## config.mk

```make
export PLATFORM = sky130hd
export DESIGN_NAME = mcc_mac_flat
export DESIGN_NICKNAME = d
export VERILOG_FILES = /design/src/core/mcc_pkg.sv /design/src/core/mcc_if.sv /design/src/core/mcc_mac.sv /design/src/core/mcc_sync.sv /design/src/flat_wrapper.sv
export SDC_FILE = /design/constraint.sdc
export NUM_CORES = 1
export LEC_CHECK = 0
export ABC_AREA = 1
export ABC_CLOCK_PERIOD_IN_PS = 2900
export BUFFER_PORTS_ARGS = -buffer_cell sky130_fd_sc_hd__buf_2
export CORE_MARGIN = 3
export CORE_UTILIZATION = 55
export CTS_BUF_LIST = sky130_fd_sc_hd__clkbuf_8
export DETAILED_ROUTE_END_ITERATION = 7
export GPL_ROUTABILITY_DRIVEN = 0
export PLACE_DENSITY = 0.86
export SLEW_MARGIN = 40
export SYNTH_ARGS = -nofsm -noshare
export SYNTH_HDL_FRONTEND = slang
export SYNTH_HIERARCHICAL = 1
export SYNTH_SLANG_ARGS = --single-unit
```

## constraint.sdc

```tcl
create_clock -name clk -period 2.9 [get_ports clk]
set_input_delay 0.145 -clock clk [delete_from_list [all_inputs] [get_ports clk]]
set_output_delay 0.145 -clock clk [all_outputs]
set_load 0.02 [all_outputs]
```

## src/core/mcc_pkg.sv

```systemverilog
/*
 Package for the carrier, collision and status block and its MAC-side peer.
 Assumes one 50 MHz system clock on both ends.
*/
package mcc_pkg;
    localparam int SYM_W = 10;
    localparam int HB_DELAY_CYC = 8;
    localparam int HB_PULSE_CYC = 4;
    localparam int MDC_DIV = 4;
    localparam int MGMT_REG_W = 16;
    localparam logic [4:0] HB_SUPPRESS_REG = 5'h12;
    localparam int HB_SUPPRESS_BIT = 2;
    localparam int CTRL_RESET_BIT = 0;
    localparam int CTRL_SPEED_BIT = 1;
    localparam int CTRL_DUPLEX_BIT = 2;
    localparam int CTRL_REPEATER_BIT = 3;
    localparam int CTRL_HBSUP_BIT = 4;
    localparam int CTRL_W = 5;
    localparam logic [4:0] OFF_CTRL = 5'h00;
    localparam logic [4:0] OFF_STATUS = 5'h04;
    localparam int STAT_CRS_BIT = 0;
    localparam int STAT_COL_BIT = 1;
    localparam int STAT_SPEED_BIT = 2;
    localparam int STAT_COLSEEN_BIT = 3;
    localparam logic [1:0] RESP_OKAY = 2'h0;
    localparam logic [1:0] RESP_SLVERR = 2'h2;
    localparam logic [CTRL_W-1:0] CTRL_RESET_VAL = 5'h01;
endpackage

```

## src/core/mcc_if.sv

```systemverilog
/*
 Interface joining the transceiver status end and the MAC/manager end.
 Assumes the bench resolves the shared management data wire from enables.
*/
`timescale 1ns/1ns
interface mcc_if;
    logic carrier_sense;
    logic collision;
    logic speed_indicator;
    logic hw_reset_low;
    logic tx_enable;
    logic ref_clk;
    logic mdc;
    logic mdio_in;
    logic phy_mdio_out;
    logic phy_mdio_oe_n;
    logic sta_mdio_out;
    logic sta_mdio_oe_n;
    modport phy (
        output carrier_sense, collision, speed_indicator,
        output phy_mdio_out, phy_mdio_oe_n,
        input hw_reset_low, tx_enable, ref_clk, mdc, mdio_in
    );
    modport mac (
        input carrier_sense, collision, speed_indicator, phy_mdio_out,
        input phy_mdio_oe_n, mdio_in,
        output hw_reset_low, tx_enable, ref_clk, mdc,
        output sta_mdio_out, sta_mdio_oe_n
    );
endinterface

```

## src/core/mcc_mac.sv

```systemverilog
/*
 MAC and station manager end: AXI4-Lite registers, reset pin, MDC divider,
 heartbeat suppress write over MDIO, synchronised carrier/collision status.
 Assumes a single clk domain and an AXI4-Lite master.
*/
`timescale 1ns/1ns
module mcc_mac
    import mcc_pkg::*;
(
    input wire logic clk,
    input wire logic reset,
    mcc_if.mac link,
    input wire logic tx_request,
    input wire logic ref_osc,
    input wire logic [4:0] s_awaddr,
    input wire logic s_awvalid,
    output logic s_awready,
    input wire logic [31:0] s_wdata,
    input wire logic [3:0] s_wstrb,
    input wire logic s_wvalid,
    output logic s_wready,
    output logic [1:0] s_bresp,
    output logic s_bvalid,
    input wire logic s_bready,
    input wire logic [4:0] s_araddr,
    input wire logic s_arvalid,
    output logic s_arready,
    output logic [31:0] s_rdata,
    output logic [1:0] s_rresp,
    output logic s_rvalid,
    input wire logic s_rready
);
    typedef struct packed {
        logic aw_got;
        logic [4:0] aw;
        logic w_got;
        logic [31:0] w;
        logic [3:0] ws;
        logic bvalid;
        logic [1:0] bresp;
        logic rvalid;
        logic [1:0] rresp;
        logic [31:0] rdata;
        logic [CTRL_W-1:0] ctrl;
        logic col_seen;
        logic [2:0] div;
        logic mdc;
        logic [5:0] bit_cnt;
        logic [31:0] frame;
        logic busy;
        logic last_hbs;
    } mcc_mac_s;
    mcc_mac_s st_q;
    mcc_mac_s st_d;
    logic crs_s;
    logic col_s;
    logic [1:0] s_vec;

    mcc_sync #(.W(2)) u_sync (
        .clk(clk),
        .reset(reset),
        .d({link.carrier_sense, link.collision}),
        .q(s_vec)
    );
    assign crs_s = s_vec[1];
    assign col_s = s_vec[0];

    always_comb begin
        st_d = st_q;
        if (s_awvalid && !st_q.aw_got) begin
            st_d.aw_got = 1'b1;
            st_d.aw = s_awaddr;
        end
        if (s_wvalid && !st_q.w_got) begin
            st_d.w_got = 1'b1;
            st_d.w = s_wdata;
            st_d.ws = s_wstrb;
        end
        if (st_q.aw_got && st_q.w_got && !st_q.bvalid) begin
            st_d.aw_got = 1'b0;
            st_d.w_got = 1'b0;
            st_d.bvalid = 1'b1;
            st_d.bresp = RESP_OKAY;
            if (st_q.aw == OFF_CTRL) begin
                if (st_q.ws[0]) begin
                    st_d.ctrl = st_q.w[CTRL_W-1:0];
                end
            end else if (st_q.aw == OFF_STATUS) begin
                if (st_q.ws[0] && st_q.w[STAT_COLSEEN_BIT]) begin
                    st_d.col_seen = 1'b0;
                end
            end else begin
                st_d.bresp = RESP_SLVERR;
            end
        end
        if (st_q.bvalid && s_bready) begin
            st_d.bvalid = 1'b0;
        end
        if (s_arvalid && !st_q.rvalid) begin
            st_d.rvalid = 1'b1;
            st_d.rresp = RESP_OKAY;
            st_d.rdata = 32'h00000000;
            if (s_araddr == OFF_CTRL) begin
                st_d.rdata[CTRL_W-1:0] = st_q.ctrl;
            end else if (s_araddr == OFF_STATUS) begin
                st_d.rdata[STAT_CRS_BIT] = crs_s;
                st_d.rdata[STAT_COL_BIT] = col_s;
                st_d.rdata[STAT_SPEED_BIT] = link.speed_indicator;
                st_d.rdata[STAT_COLSEEN_BIT] = st_q.col_seen;
            end else begin
                st_d.rresp = RESP_SLVERR;
            end
        end
        if (st_q.rvalid && s_rready) begin
            st_d.rvalid = 1'b0;
        end
        if (col_s) begin
            st_d.col_seen = 1'b1;
        end
        // MDC divider, the manager owns this clock
        st_d.div = st_q.div + 3'h1;
        if (st_q.div == 3'(MDC_DIV - 1)) begin
            st_d.div = 3'h0;
            st_d.mdc = !st_q.mdc;
            // Shift a new bit on the falling MDC edge
            if (st_q.mdc && st_q.busy) begin
                st_d.frame = {st_q.frame[30:0], 1'b1};
                st_d.bit_cnt = st_q.bit_cnt + 6'h01;
                if (st_q.bit_cnt == 6'h3F) begin
                    st_d.busy = 1'b0;
                end
            end
        end
        // Write heartbeat suppress to the device when it changes
        // Start in the low MDC phase so the first rise samples bit 31
        if (!st_q.busy && st_q.ctrl[CTRL_HBSUP_BIT] != st_q.last_hbs
            && st_q.ctrl[CTRL_RESET_BIT] == 1'b0 && !st_q.mdc) begin
            st_d.busy = 1'b1;
            st_d.bit_cnt = 6'h00;
            st_d.last_hbs = st_q.ctrl[CTRL_HBSUP_BIT];
            st_d.frame = {2'h1, 2'h1, 5'h00, HB_SUPPRESS_REG, 2'h2,
                13'h0000, st_q.ctrl[CTRL_HBSUP_BIT], 2'h0};
        end
    end

    always_ff @(posedge clk) begin
        if (reset) begin
            st_q <= '0;
            st_q.ctrl <= CTRL_RESET_VAL;
        end else begin
            st_q <= st_d;
        end
    end

    assign s_awready = !st_q.aw_got;
    assign s_wready = !st_q.w_got;
    assign s_bvalid = st_q.bvalid;
    assign s_bresp = st_q.bresp;
    assign s_arready = !st_q.rvalid;
    assign s_rvalid = st_q.rvalid;
    assign s_rresp = st_q.rresp;
    assign s_rdata = st_q.rdata;
    assign link.hw_reset_low = !st_q.ctrl[CTRL_RESET_BIT];
    assign link.tx_enable = tx_request;
    assign link.ref_clk = ref_osc;
    assign link.mdc = st_q.mdc;
    assign link.sta_mdio_out = st_q.busy ? st_q.frame[31] : 1'b1;
    assign link.sta_mdio_oe_n = !st_q.busy;
endmodule

```

## src/core/mcc_sync.sv

```systemverilog
/*
 Two-flop synchroniser for pins from outside the clock domain.
 Assumes clk and a synchronous active-high reset.
*/
`timescale 1ns/1ns
module mcc_sync #(
    parameter int W = 1
) (
    input wire logic clk,
    input wire logic reset,
    input wire logic [W-1:0] d,
    output logic [W-1:0] q
);
    typedef struct packed {
        logic [W-1:0] s1;
        logic [W-1:0] s2;
    } mcc_sync_s;
    mcc_sync_s st_q;
    mcc_sync_s st_d;
    always_comb begin
        st_d.s1 = d;
        st_d.s2 = st_q.s1;
    end
    always_ff @(posedge clk) begin
        if (reset) begin
            st_q <= '0;
        end else begin
            st_q <= st_d;
        end
    end
    assign q = st_q.s2;
endmodule

```

## src/flat_wrapper.sv

```systemverilog
// flat-port wrapper written by rule: the top's interface ports become plain ports
module mcc_mac_flat import mcc_pkg::*;
  (clk, reset, tx_request, ref_osc, s_awaddr, s_awvalid, s_awready, s_wdata, s_wstrb, s_wvalid, s_wready, s_bresp, s_bvalid, s_bready, s_araddr, s_arvalid, s_arready, s_rdata, s_rresp, s_rvalid, s_rready, link_carrier_sense, link_collision, link_speed_indicator, link_phy_mdio_out, link_phy_mdio_oe_n, link_mdio_in, link_hw_reset_low, link_tx_enable, link_ref_clk, link_mdc, link_sta_mdio_out, link_sta_mdio_oe_n);
  mcc_if link_i ();
  input wire logic clk;
  input wire logic reset;
  input wire logic tx_request;
  input wire logic ref_osc;
  input wire logic [4:0] s_awaddr;
  input wire logic s_awvalid;
  output logic s_awready;
  input wire logic [31:0] s_wdata;
  input wire logic [3:0] s_wstrb;
  input wire logic s_wvalid;
  output logic s_wready;
  output logic [1:0] s_bresp;
  output logic s_bvalid;
  input wire logic s_bready;
  input wire logic [4:0] s_araddr;
  input wire logic s_arvalid;
  output logic s_arready;
  output logic [31:0] s_rdata;
  output logic [1:0] s_rresp;
  output logic s_rvalid;
  input wire logic s_rready;
  input wire logic [$bits(link_i.carrier_sense)-1:0] link_carrier_sense;
  input wire logic [$bits(link_i.collision)-1:0] link_collision;
  input wire logic [$bits(link_i.speed_indicator)-1:0] link_speed_indicator;
  input wire logic [$bits(link_i.phy_mdio_out)-1:0] link_phy_mdio_out;
  input wire logic [$bits(link_i.phy_mdio_oe_n)-1:0] link_phy_mdio_oe_n;
  input wire logic [$bits(link_i.mdio_in)-1:0] link_mdio_in;
  output wire logic [$bits(link_i.hw_reset_low)-1:0] link_hw_reset_low;
  output wire logic [$bits(link_i.tx_enable)-1:0] link_tx_enable;
  output wire logic [$bits(link_i.ref_clk)-1:0] link_ref_clk;
  output wire logic [$bits(link_i.mdc)-1:0] link_mdc;
  output wire logic [$bits(link_i.sta_mdio_out)-1:0] link_sta_mdio_out;
  output wire logic [$bits(link_i.sta_mdio_oe_n)-1:0] link_sta_mdio_oe_n;
  assign link_i.carrier_sense = link_carrier_sense;
  assign link_i.collision = link_collision;
  assign link_i.speed_indicator = link_speed_indicator;
  assign link_i.phy_mdio_out = link_phy_mdio_out;
  assign link_i.phy_mdio_oe_n = link_phy_mdio_oe_n;
  assign link_i.mdio_in = link_mdio_in;
  assign link_hw_reset_low = link_i.hw_reset_low;
  assign link_tx_enable = link_i.tx_enable;
  assign link_ref_clk = link_i.ref_clk;
  assign link_mdc = link_i.mdc;
  assign link_sta_mdio_out = link_i.sta_mdio_out;
  assign link_sta_mdio_oe_n = link_i.sta_mdio_oe_n;
  mcc_mac u_core (.clk(clk), .reset(reset), .link(link_i), .tx_request(tx_request), .ref_osc(ref_osc), .s_awaddr(s_awaddr), .s_awvalid(s_awvalid), .s_awready(s_awready), .s_wdata(s_wdata), .s_wstrb(s_wstrb), .s_wvalid(s_wvalid), .s_wready(s_wready), .s_bresp(s_bresp), .s_bvalid(s_bvalid), .s_bready(s_bready), .s_araddr(s_araddr), .s_arvalid(s_arvalid), .s_arready(s_arready), .s_rdata(s_rdata), .s_rresp(s_rresp), .s_rvalid(s_rvalid), .s_rready(s_rready));
endmodule
```

==> summary.md, run 1 <==
| Metric | Value |
|---|---|
| Final #Nets | `517` |
| Routed via count | `2,501` |
| Number of synthesized flops with an enable pin | `0` |
| Outcome | `complete, no violations` |
| Cells after Synth | `420` |
| Max_cap viols | `0` |
| Min Tclk post-route | `1.93 ns` |
| Dominant synthesized flop cell | `dfxtp_1` |
| Max clock buf depth | `2` |
| CP Data Required Time | `3.17 ns` |
| Pwr/cell area | `610 nW/um^2` |
| Commonest cells after routing, fill and taps aside | `94 x nand2_1, 76 x dfxtp_1, 57 x nor2_1` |
| Grt ovf | `0` |
| Crit path DAT | `2.20 ns` |
| Tot Pwr | `0.00213 W` |
| P_leak | `1.56 nW` |
| Number of antenna diodes | `0` |
| FP Rows | `27` |
| DR DRC count | `0` |
| Initial Utilization | `0.575` |
| Hold Startpoint | `s_wdata[3]` |
| Clock sink count | `76` |
| Synth unique cells | `29` |
| Fin. Hold Viols | `0` |
| Worst min path class | `primary input to flip-flop` |
| Routed len/inst | `10.7 um` |
| Clock latency on the worst-skew pair | `0.34 ns` |
| Normalized max-slew margin | `0.506` |
| TritonCTS Buffers | `9` |
| Crit path from | `u_core/st_q[41]` |
| Unrepaired setup endpoints after global routing | `no` |
| Clk_skew | `0.00570 ns` |
| Die area | `6780 sq um` |
| Ys async rst share | `0` |
| Clock Tree Root | `clkbuf_8` |
| Boundary pin count | `108` |
| Fmax | `518 MHz` |
| DRT iter0 DRCs | `165` |
| Synthesized flop and latch total | `76` |
| Final core utilization | `0.626` |
| Post-Place Cells | `512` |
| Clock-pin slew on the worst setup and hold paths | `0.07 ns` |
| Sequential area share after synthesis | `0.474` |
| TritonCTS clock tree | `done` |
| CTS resizes | `0` |
| Synthesized area per cell | `7.64 sq um` |
| Design Area, Final | `3490 sq um` |
| Final worst path period share | `0.666` |
| H-tree depth | `3` |
| Post-route ant nets | `0` |
| Ys Warns | `6` |
| RR Startpoint | `u_core/st_q[41]` |
| Critical path endpoint category | `flip-flop` |
| CP Launch Type | `flip-flop` |
| Largest net degree at the start of global routing | `37` |
| Fin Setup TNS | `0 ns` |
| Port bufs | `41` |
| Slew Viols, Final | `0` |
| Vias in the first global route | `2,192` |
| Setup CP Type | `flip-flop to flip-flop` |
| First-pass GRT wire length | `9.44 mm` |
| Placement Cell Area | `3250 sq um` |
| Post-Route WL | `5.66 mm` |
| Die Y | `82.4 um` |
| TritonRoute pass-1 iters | `4` |
| Vias per std cell | `4.72` |
| CP Max Fanout | `36` |
| Peak VDD IR | `402 uV` |
| Final setup fails | `0` |
| All-Layer GR Usage | `0.182` |
| Most common cell after layout, fill and taps aside | `nand2_1` |
| Die Wd | `82.4 um` |
| Layout cells sized above 1 | `0.151` |
| Initial antenna violation count | `0` |
| Area Growth Syn to Fin | `8.74%` |
| Post-Layout Cell Count | `530` |
| Pin slew with the least headroom to its limit | `0.738 ns` |
| HPWL after DPL | `3.89 mm` |
| Cell area after synthesis | `3210 sq um` |
| Core Region | `5570 sq um` |
[worst paths after layout]
| kind | endpoint | slack, ns | depth (start not counted) |
|---|---|---|---|
| hold / removal | u_core/st_q[95] | 0.02 | 3 |
| setup reg to reg | u_core/st_q[36] | 0.97 | 9 |
| setup / recovery | u_core/st_q[36] | 0.97 | 9 |
| hold reg to reg | u_core/u_sync/q[1] | 0.40 | 2 |
[through the flow]
stage	hold slack (ns)	worst slack (ns)
2_1_floorplan	0.216	1.46
3_3_place_gp	0.290	1.06
3_5_place_dp	0.290	1.00
5_1_grt	0.0399	0.753
4_1_cts	0.0103	0.969
6_report	0.0230	0.969
[flip-flops by register name, indices dropped and copies added (netlist names)]
signal / count
u_core/st_q: 62
u_core/s_rdata: 5
u_core/u_sync/st_d: 2
u_core/link.mdc: 1
u_core/s_bvalid: 1
u_core/s_rresp: 1
u_core/s_bresp: 1
u_core/s_rvalid: 1
u_core/u_sync/q: 2
[cell families (layout without fill, tap and decap cells)]
logic type | after synthesis | count (layout) | share of synthesized area
and+or+nand+nor | 176 | 176 | 0.227
AOI/OAI and AO/OA | 68 | 68 | 0.112
buffers and inverters | 93 | 103 | 0.165
xor gates and xnor gates | 3 | 3 | 0.00820
other | 1 | 29 | 0.00117
DFF | 76 | 76 | 0.474
adders and majority gates | 3 | 3 | 0.0117
[metal layers]
layer	up-vias	track usage	routed length, um
met4	0	0.0847	79
met3	11	0.0510	375
met5	-	0	0
met2	69	0.308	2860
li1	1308	-	-
met1	1113	0.213	2340
[power by group]
part / switching, W / total (W) / internal (W)
sequential: 0.0000185 / 0.00109 / 0.00108
clock: 0.000359 / 0.000859 / 0.000500
combinational: 0.000120 / 0.000172 / 0.0000521
total: 0.000497 / 0.00213 / 0.00163
[synthesized netlist by cell type, types with 3 or more instances]
master	number	area, sq um
nand2_1	94	353
dfxtp_1	76	1520
nor2_1	57	214
buf_4	41	308
a21oi_1	40	200
inv_1	40	150
o21ai_0	19	95.1
nand3_1	10	50.1
a31oi_1	6	37.5
buf_2	4	20.0
nand2_2	4	25.0
buf_6	3	33.8
clkbuf_1	3	11.3
ha_1	3	37.5
xor2_1	3	26.3
[worst max-delay path: stages (launching register included)]
cell and delay, ns:
dfxtp_1 0.34, ha_1 0.15, ha_1 0.23, nand2_2 0.10, inv_1 0.10, nand2_2 0.39, nor2_4 0.25, xor2_1 0.16
inv_1 0.05, nor2_1 0.08
[timing repair]
action,in CTS,in global routing
hold buffers,2,0
setup buffers,0,0
hold endpoints to repair,2,0
[layout make-up]
class	count	area [sq um]
Tap cell	72	90.1
Clock inverter	6	80.1
Inverter	42	158
Fill cell	502	2090
Sequential cell	76	1520
Timing Repair Buffer	45	240
Multi-Input combinational cell	279	1260
Clock buffer	10	138
No activity file was read; power rests on OpenSTA's default activity.
==> run 2, diff against run 1 <==
- ABC_CLOCK_PERIOD_IN_PS: 2900 -> 1920
- CORE_UTILIZATION: 55 -> 52
- PLACE_DENSITY: 0.86 -> 0.82
- clock period: 2.9 -> 1.92 ns (I/O delays scaled with it)
==> summary.md, run 2 (synthesis gave the netlist of run 1 again) <==
| Metric | Value |
|---|---|
| HPWL after DPL | `3.94 mm (+1.2%)` |
| Final core utilization | `0.627 (+0.00143)` |
| All-Layer GR Usage | `0.170 (-0.0120)` |
| Number of antenna diodes | `0 (unchanged)` |
| Routed via count | `2,547 (+1.8%)` |
| Clock Tree Root | `clkbuf_8` |
| P_leak | `1.61 nW (+3.7%)` |
| First-pass GRT wire length | `10.1 mm (+6.5%)` |
| Commonest cells after routing, fill and taps aside | `94 x nand2_1, 76 x dfxtp_1, 57 x nor2_1` |
| TritonCTS Buffers | `9 (unchanged)` |
| Max_cap viols | `0 (unchanged)` |
| Fin Setup TNS | `0 ns (unchanged)` |
| Final #Nets | `527 (+1.9%)` |
| Largest net degree at the start of global routing | `32 (-14%)` |
| Max reg flops | `62 (unchanged)` |
| Biggest register | `u_core/st_q` |
| Die Wd | `84.5 um (+2.6%)` |
| Die Y | `84.5 um (+2.6%)` |
| Vias per std cell | `4.72 (about the same)` |
| Boundary pin count | `108 (unchanged)` |
| FP Rows | `27 (unchanged)` |
| Die area | `7150 sq um (+5.3%)` |
| Layout cells sized above 1 | `0.158 (+0.00746)` |
| Clk_skew | `0.00517 ns (-0.000531 ns)` |
| Pwr/cell area | `895 nW/um^2 (+47%)` |
| Peak VDD IR | `584 uV (+45%)` |
| Routed len/inst | `10.7 um (+0.52%)` |
| Post-Route WL | `5.80 mm (+2.4%)` |
| Max clock buf depth | `2 (unchanged)` |
| Min Tclk post-route | `1.67 ns (-0.265 ns)` |
| DRT iter0 DRCs | `189 (+15%)` |
| Critical path endpoint category | `flip-flop` |
| Worst min path class | `primary input to flip-flop` |
| Grt ovf | `0 (unchanged)` |
| Initial antenna violation count | `0 (unchanged)` |
| Clock latency on the worst-skew pair | `0.34 ns (about the same)` |
| H-tree depth | `3 (unchanged)` |
| Area Growth Syn to Fin | `12.3%` |
| Tot Pwr | `0.00322 W (+52%)` |
| Critical path's slowest cell | `dfxtp_1` |
| Core Region | `5740 sq um (+3.0%)` |
| Final worst path period share | `0.868 (+0.202)` |
| Final setup fails | `0 (unchanged)` |
| Setup CP Type | `flip-flop to flip-flop` |
| Design Area, Final | `3600 sq um (+3.3%)` |
| Clock-pin slew on the worst setup and hold paths | `0.07 ns (about the same)` |
| CP Launch Type | `flip-flop` |
| Post-CTS setup buffer count | `0 (unchanged)` |
| TritonRoute pass-1 iters | `4 (unchanged)` |
| Max incr delay on CP | `0.32 ns (-0.07 ns)` |
| DR DRC count | `0 (unchanged)` |
| Most common cell after layout, fill and taps aside | `nand2_1` |
| CP Max Fanout | `31 (-14%)` |
| Port bufs | `41 (unchanged)` |
| Initial Utilization | `0.558 (-0.0169)` |
| CP Data Required Time | `2.18 ns (-0.99 ns)` |
| Placement Cell Area | `3300 sq um (+1.7%)` |
| Post-route ant nets | `0 (unchanged)` |
| Unrepaired setup endpoints after global routing | `no` |
| Fmax | `600 MHz (+16%)` |
| Vias in the first global route | `2,351 (+7.3%)` |
| Fin. Hold Viols | `0 (unchanged)` |
| Clock sink count | `76 (unchanged)` |
| TritonCTS clock tree | `done` |
| Slew Viols, Final | `0 (unchanged)` |
| CP Cell Sequence | `ha_1, ha_1, nand2_2, inv_1, nand2_2, buf_12, nand2_1, a31oi_1` |
| Outcome | `complete, no violations` |
| Crit path DAT | `1.92 ns (-0.28 ns)` |
==> run 2: final timing paths <==
| path | start | endpoint | slack (ns) | cells after the start |
|---|---|---|---|---|
| max reg2reg | u_core/st_q[41] | u_core/st_q[32] | 0.25 | 8 |
| min | s_wvalid | u_core/st_q[124] | 0.03 | 3 |
| max | u_core/st_q[41] | u_core/st_q[32] | 0.25 | 8 |
| min reg2reg | u_core/u_sync/st_d[1] | u_core/u_sync/q[1] | 0.41 | 2 |
==> run 2: cell type report <==
type	instances	area (sq um)
fill	513	2140
sequential	76	1520
multi-input combinational	279	1260
timing repair buffer	55	355
inverter	42	158
clock buffer	10	138
tap	72	90.1
clock inverter	6	78.8
==> run 2: power breakdown <==
group / internal [W] / switching (W)
registers: 0.00163 / 0.0000268
clock network: 0.000756 / 0.000533
logic: 0.0000942 / 0.000186
total: 0.00248 / 0.000746
==> run 2: metrics by stage <==
stage | hold WS [ns] | setup WS, ns | std cells
floorplan | 0.167 | 0.480 | 448
global route | 0.0394 | 0.140 | 540
detailed placement | 0.192 | 0.292 | 516
global placement | 0.192 | 0.387 | 516
CTS | 0.0105 | 0.251 | 540
finish | 0.0288 | 0.254 | 540
==> run 2: worst max-delay path, delay by kind of cell (launching register included) <==
family                   cells  cell delay [ns]
AO/OA/AOI/OAI                1             0.19
buffers and inverters        2             0.28
flip-flops                   1             0.32
adder cells (fa/ha/maj)      2             0.43
AND/OR/NAND/NOR              3             0.36
==> run 2: what timing repair did <==
action                                 CTS  global route
gates resized for setup                  0             0
hold buffers                             8             0
endpoints found under the hold margin    8             0
==> run 2: metal layers <==
layer  wire length [um]  part of all wire  GRT usage  vias to the layer above
li1                   -                 -          -                     1339
met1               2550              0.44      0.194                     1151
met2               2910              0.50      0.299                       52
met3                290             0.050     0.0412                        5
met4                 54            0.0093     0.0791                        0
met5                  0                 0          0                        -
==> run 3, diff against run 2 <==
- CORE_ASPECT_RATIO: unset -> 0.6
==> summary.md, run 3 (synthesis gave the netlist of run 1 again) <==
| Metric | Value |
|---|---|
| Outcome | `complete, no violations` |
| Port bufs | `41 (unchanged)` |
| Commonest cells after routing, fill and taps aside | `94 x nand2_1, 76 x dfxtp_1, 57 x nor2_1` |
| Post-Route WL | `6.21 mm (+7.0%)` |
| Pin slew with the least headroom to its limit | `0.773 ns` |
| Most common cell after layout, fill and taps aside | `nand2_1` |
| Biggest register | `u_core/st_q` |
| Critical path endpoint category | `flip-flop` |
| Number of antenna diodes | `0 (unchanged)` |
| Hold WS | `0.0276 ns (-0.00118 ns)` |
| Post-CTS setup buffer count | `0 (unchanged)` |
| Largest net degree at the start of global routing | `30 (-6.3%)` |
| Max_cap viols | `0 (unchanged)` |
| R2r endpoint | `u_core/st_q[11]` |
| Grt ovf | `0 (unchanged)` |
| Pwr/cell area | `871 nW/um^2 (-2.7%)` |
| HPWL after DPL | `4.16 mm (+5.6%)` |
| Hold_buf cts | `10 (+2)` |
| Setup CP Type | `flip-flop to flip-flop` |
| CP Launch Type | `flip-flop` |
| Worst min path class | `primary input to flip-flop` |
| Vias in the first global route | `2,320 (-1.3%)` |
| H-tree depth | `3 (unchanged)` |
| Crit path DAT | `1.98 ns (+0.06 ns)` |
| Hold Startpoint | `s_wdata[1]` |
| DR DRC count | `0 (unchanged)` |
| Unrepaired setup endpoints after global routing | `no` |
| Core Region | `5750 sq um (+0.20%)` |
| Clk_skew | `0.00802 ns (+0.00286 ns)` |
| Crit path from | `u_core/st_q[41]` |
| Fmax | `583 MHz (-2.9%)` |
| Clock sink count | `76 (unchanged)` |
| Routed via count | `2,581 (+1.3%)` |
| Peak VDD IR | `328 uV (-44%)` |
| Fin. Hold Viols | `0 (unchanged)` |
| Boundary pin count | `108 (unchanged)` |
| CTS resizes | `0 (unchanged)` |
| Slew Viols, Final | `0 (unchanged)` |
| RR Startpoint | `u_core/st_q[41]` |
| Flop-to-flop setup slack | `0.21 ns (-0.05 ns)` |
| R2R depth | `8 (unchanged)` |
| P_leak | `1.60 nW (-0.59%)` |
| TritonCTS clock tree | `done` |
| Max clock buf depth | `2 (unchanged)` |
| Normalized max-slew margin | `0.483` |
| Die Wd | `107 um (+27%)` |
| Final setup fails | `0 (unchanged)` |
| FP Rows | `21 (-22%)` |
| Fin Setup TNS | `0 ns (unchanged)` |
| DRT iter0 DRCs | `170 (-10%)` |
| Initial Utilization | `0.557 (-0.00109)` |
| Die area | `7180 sq um (+0.43%)` |
| Final worst path period share | `0.893 (+0.0257)` |
| Min-Delay Endpoint | `u_core/st_q[93]` |
| Layout cells sized above 1 | `0.158 (-0.000337)` |
| Initial antenna violation count | `0 (unchanged)` |
| Die Y | `66.8 um (-21%)` |
| Final #Nets | `528 (+0.19%)` |
| Post-route ant nets | `0 (unchanged)` |
| Max reg flops | `62 (unchanged)` |
| TritonRoute pass-1 iters | `4 (unchanged)` |
| Hold depth | `3 (unchanged)` |
| Clock Tree Root | `clkbuf_8` |
| Min Tclk post-route | `1.71 ns (+0.0493 ns)` |
| TritonCTS Buffers | `9 (unchanged)` |
| First-pass GRT wire length | `10.3 mm (+2.3%)` |
| CP Data Required Time | `2.19 ns (about the same)` |
| Area Growth Syn to Fin | `12.5%` |
| All-Layer GR Usage | `0.183 (+0.0129)` |
| Vias per std cell | `4.70 (-0.33%)` |
| Clock latency on the worst-skew pair | `0.34 ns (about the same)` |
| CP Max Fanout | `20 (-35%)` |
| Routed len/inst | `11.3 um (+5.3%)` |
| Clock-pin slew on the worst setup and hold paths | `0.08 ns (about the same)` |
[run 3: cell type report]
cell class | count | area (sq um)
clock inverter | 5 | 50.0
multi-input combinational | 279 | 1260
timing repair buffer | 56 | 368
inverter | 42 | 158
tap | 80 | 100
sequential | 76 | 1520
clock buffer | 11 | 151
fill | 502 | 2150
[run 3: worst max path at each step]
stage                            endpoint  slack, ns  cells after the start
after CTS                 u_core/st_q[29]       0.19                      8
final                     u_core/st_q[11]       0.21                      8
after global routing      u_core/st_q[36]       0.03                      9
after global placement    u_core/st_q[27]       0.26                      8
after floorplan           u_core/st_q[32]       0.48                      8
after detailed placement  u_core/st_q[29]       0.21                      8
[run 3: power by group]
group	leakage [nW]	total [W]	internal, W	switching, W
Clock	0.109	0.00120	0.000662	0.000541
Combinational	0.875	0.000285	0.0000934	0.000192
Sequential	0.619	0.00165	0.00163	0.0000283
Total	1.60	0.00314	0.00238	0.000761
[run 3: worst max-delay path, cell delays in order (launching register included)]
cell     delay (ns)
dfxtp_1        0.32
ha_1           0.19
ha_1           0.23
nand2_2        0.12
inv_1          0.07
nand2_2        0.31
buf_4          0.24
nand2_1        0.05
a21oi_1        0.13
[run 3: per-layer routing]
layer | track usage | wire length, um | up-vias
li1 | - | - | 1332
met1 | 0.237 | 2930 | 1147
met2 | 0.287 | 2690 | 90
met3 | 0.0581 | 480 | 12
met4 | 0.0693 | 106 | 0
met5 | 0 | 0 | -
[run 3: through the flow]
step / setup WS (ns) / instance area (sq um) / instances / util / total power [W]
2_1_floorplan: 0.480 / 3310 / 448 / - / 0.00194
3_3_place_gp: 0.260 / 3310 / 523 / 0.575 / 0.00194
3_5_place_dp: 0.212 / 3310 / 523 / 0.575 / 0.00195
4_1_cts: 0.193 / 3610 / 549 / 0.627 / 0.00317
5_1_grt: 0.0322 / 3610 / 549 / 0.627 / 0.00329
6_report: 0.205 / 3610 / 549 / 0.627 / 0.00314
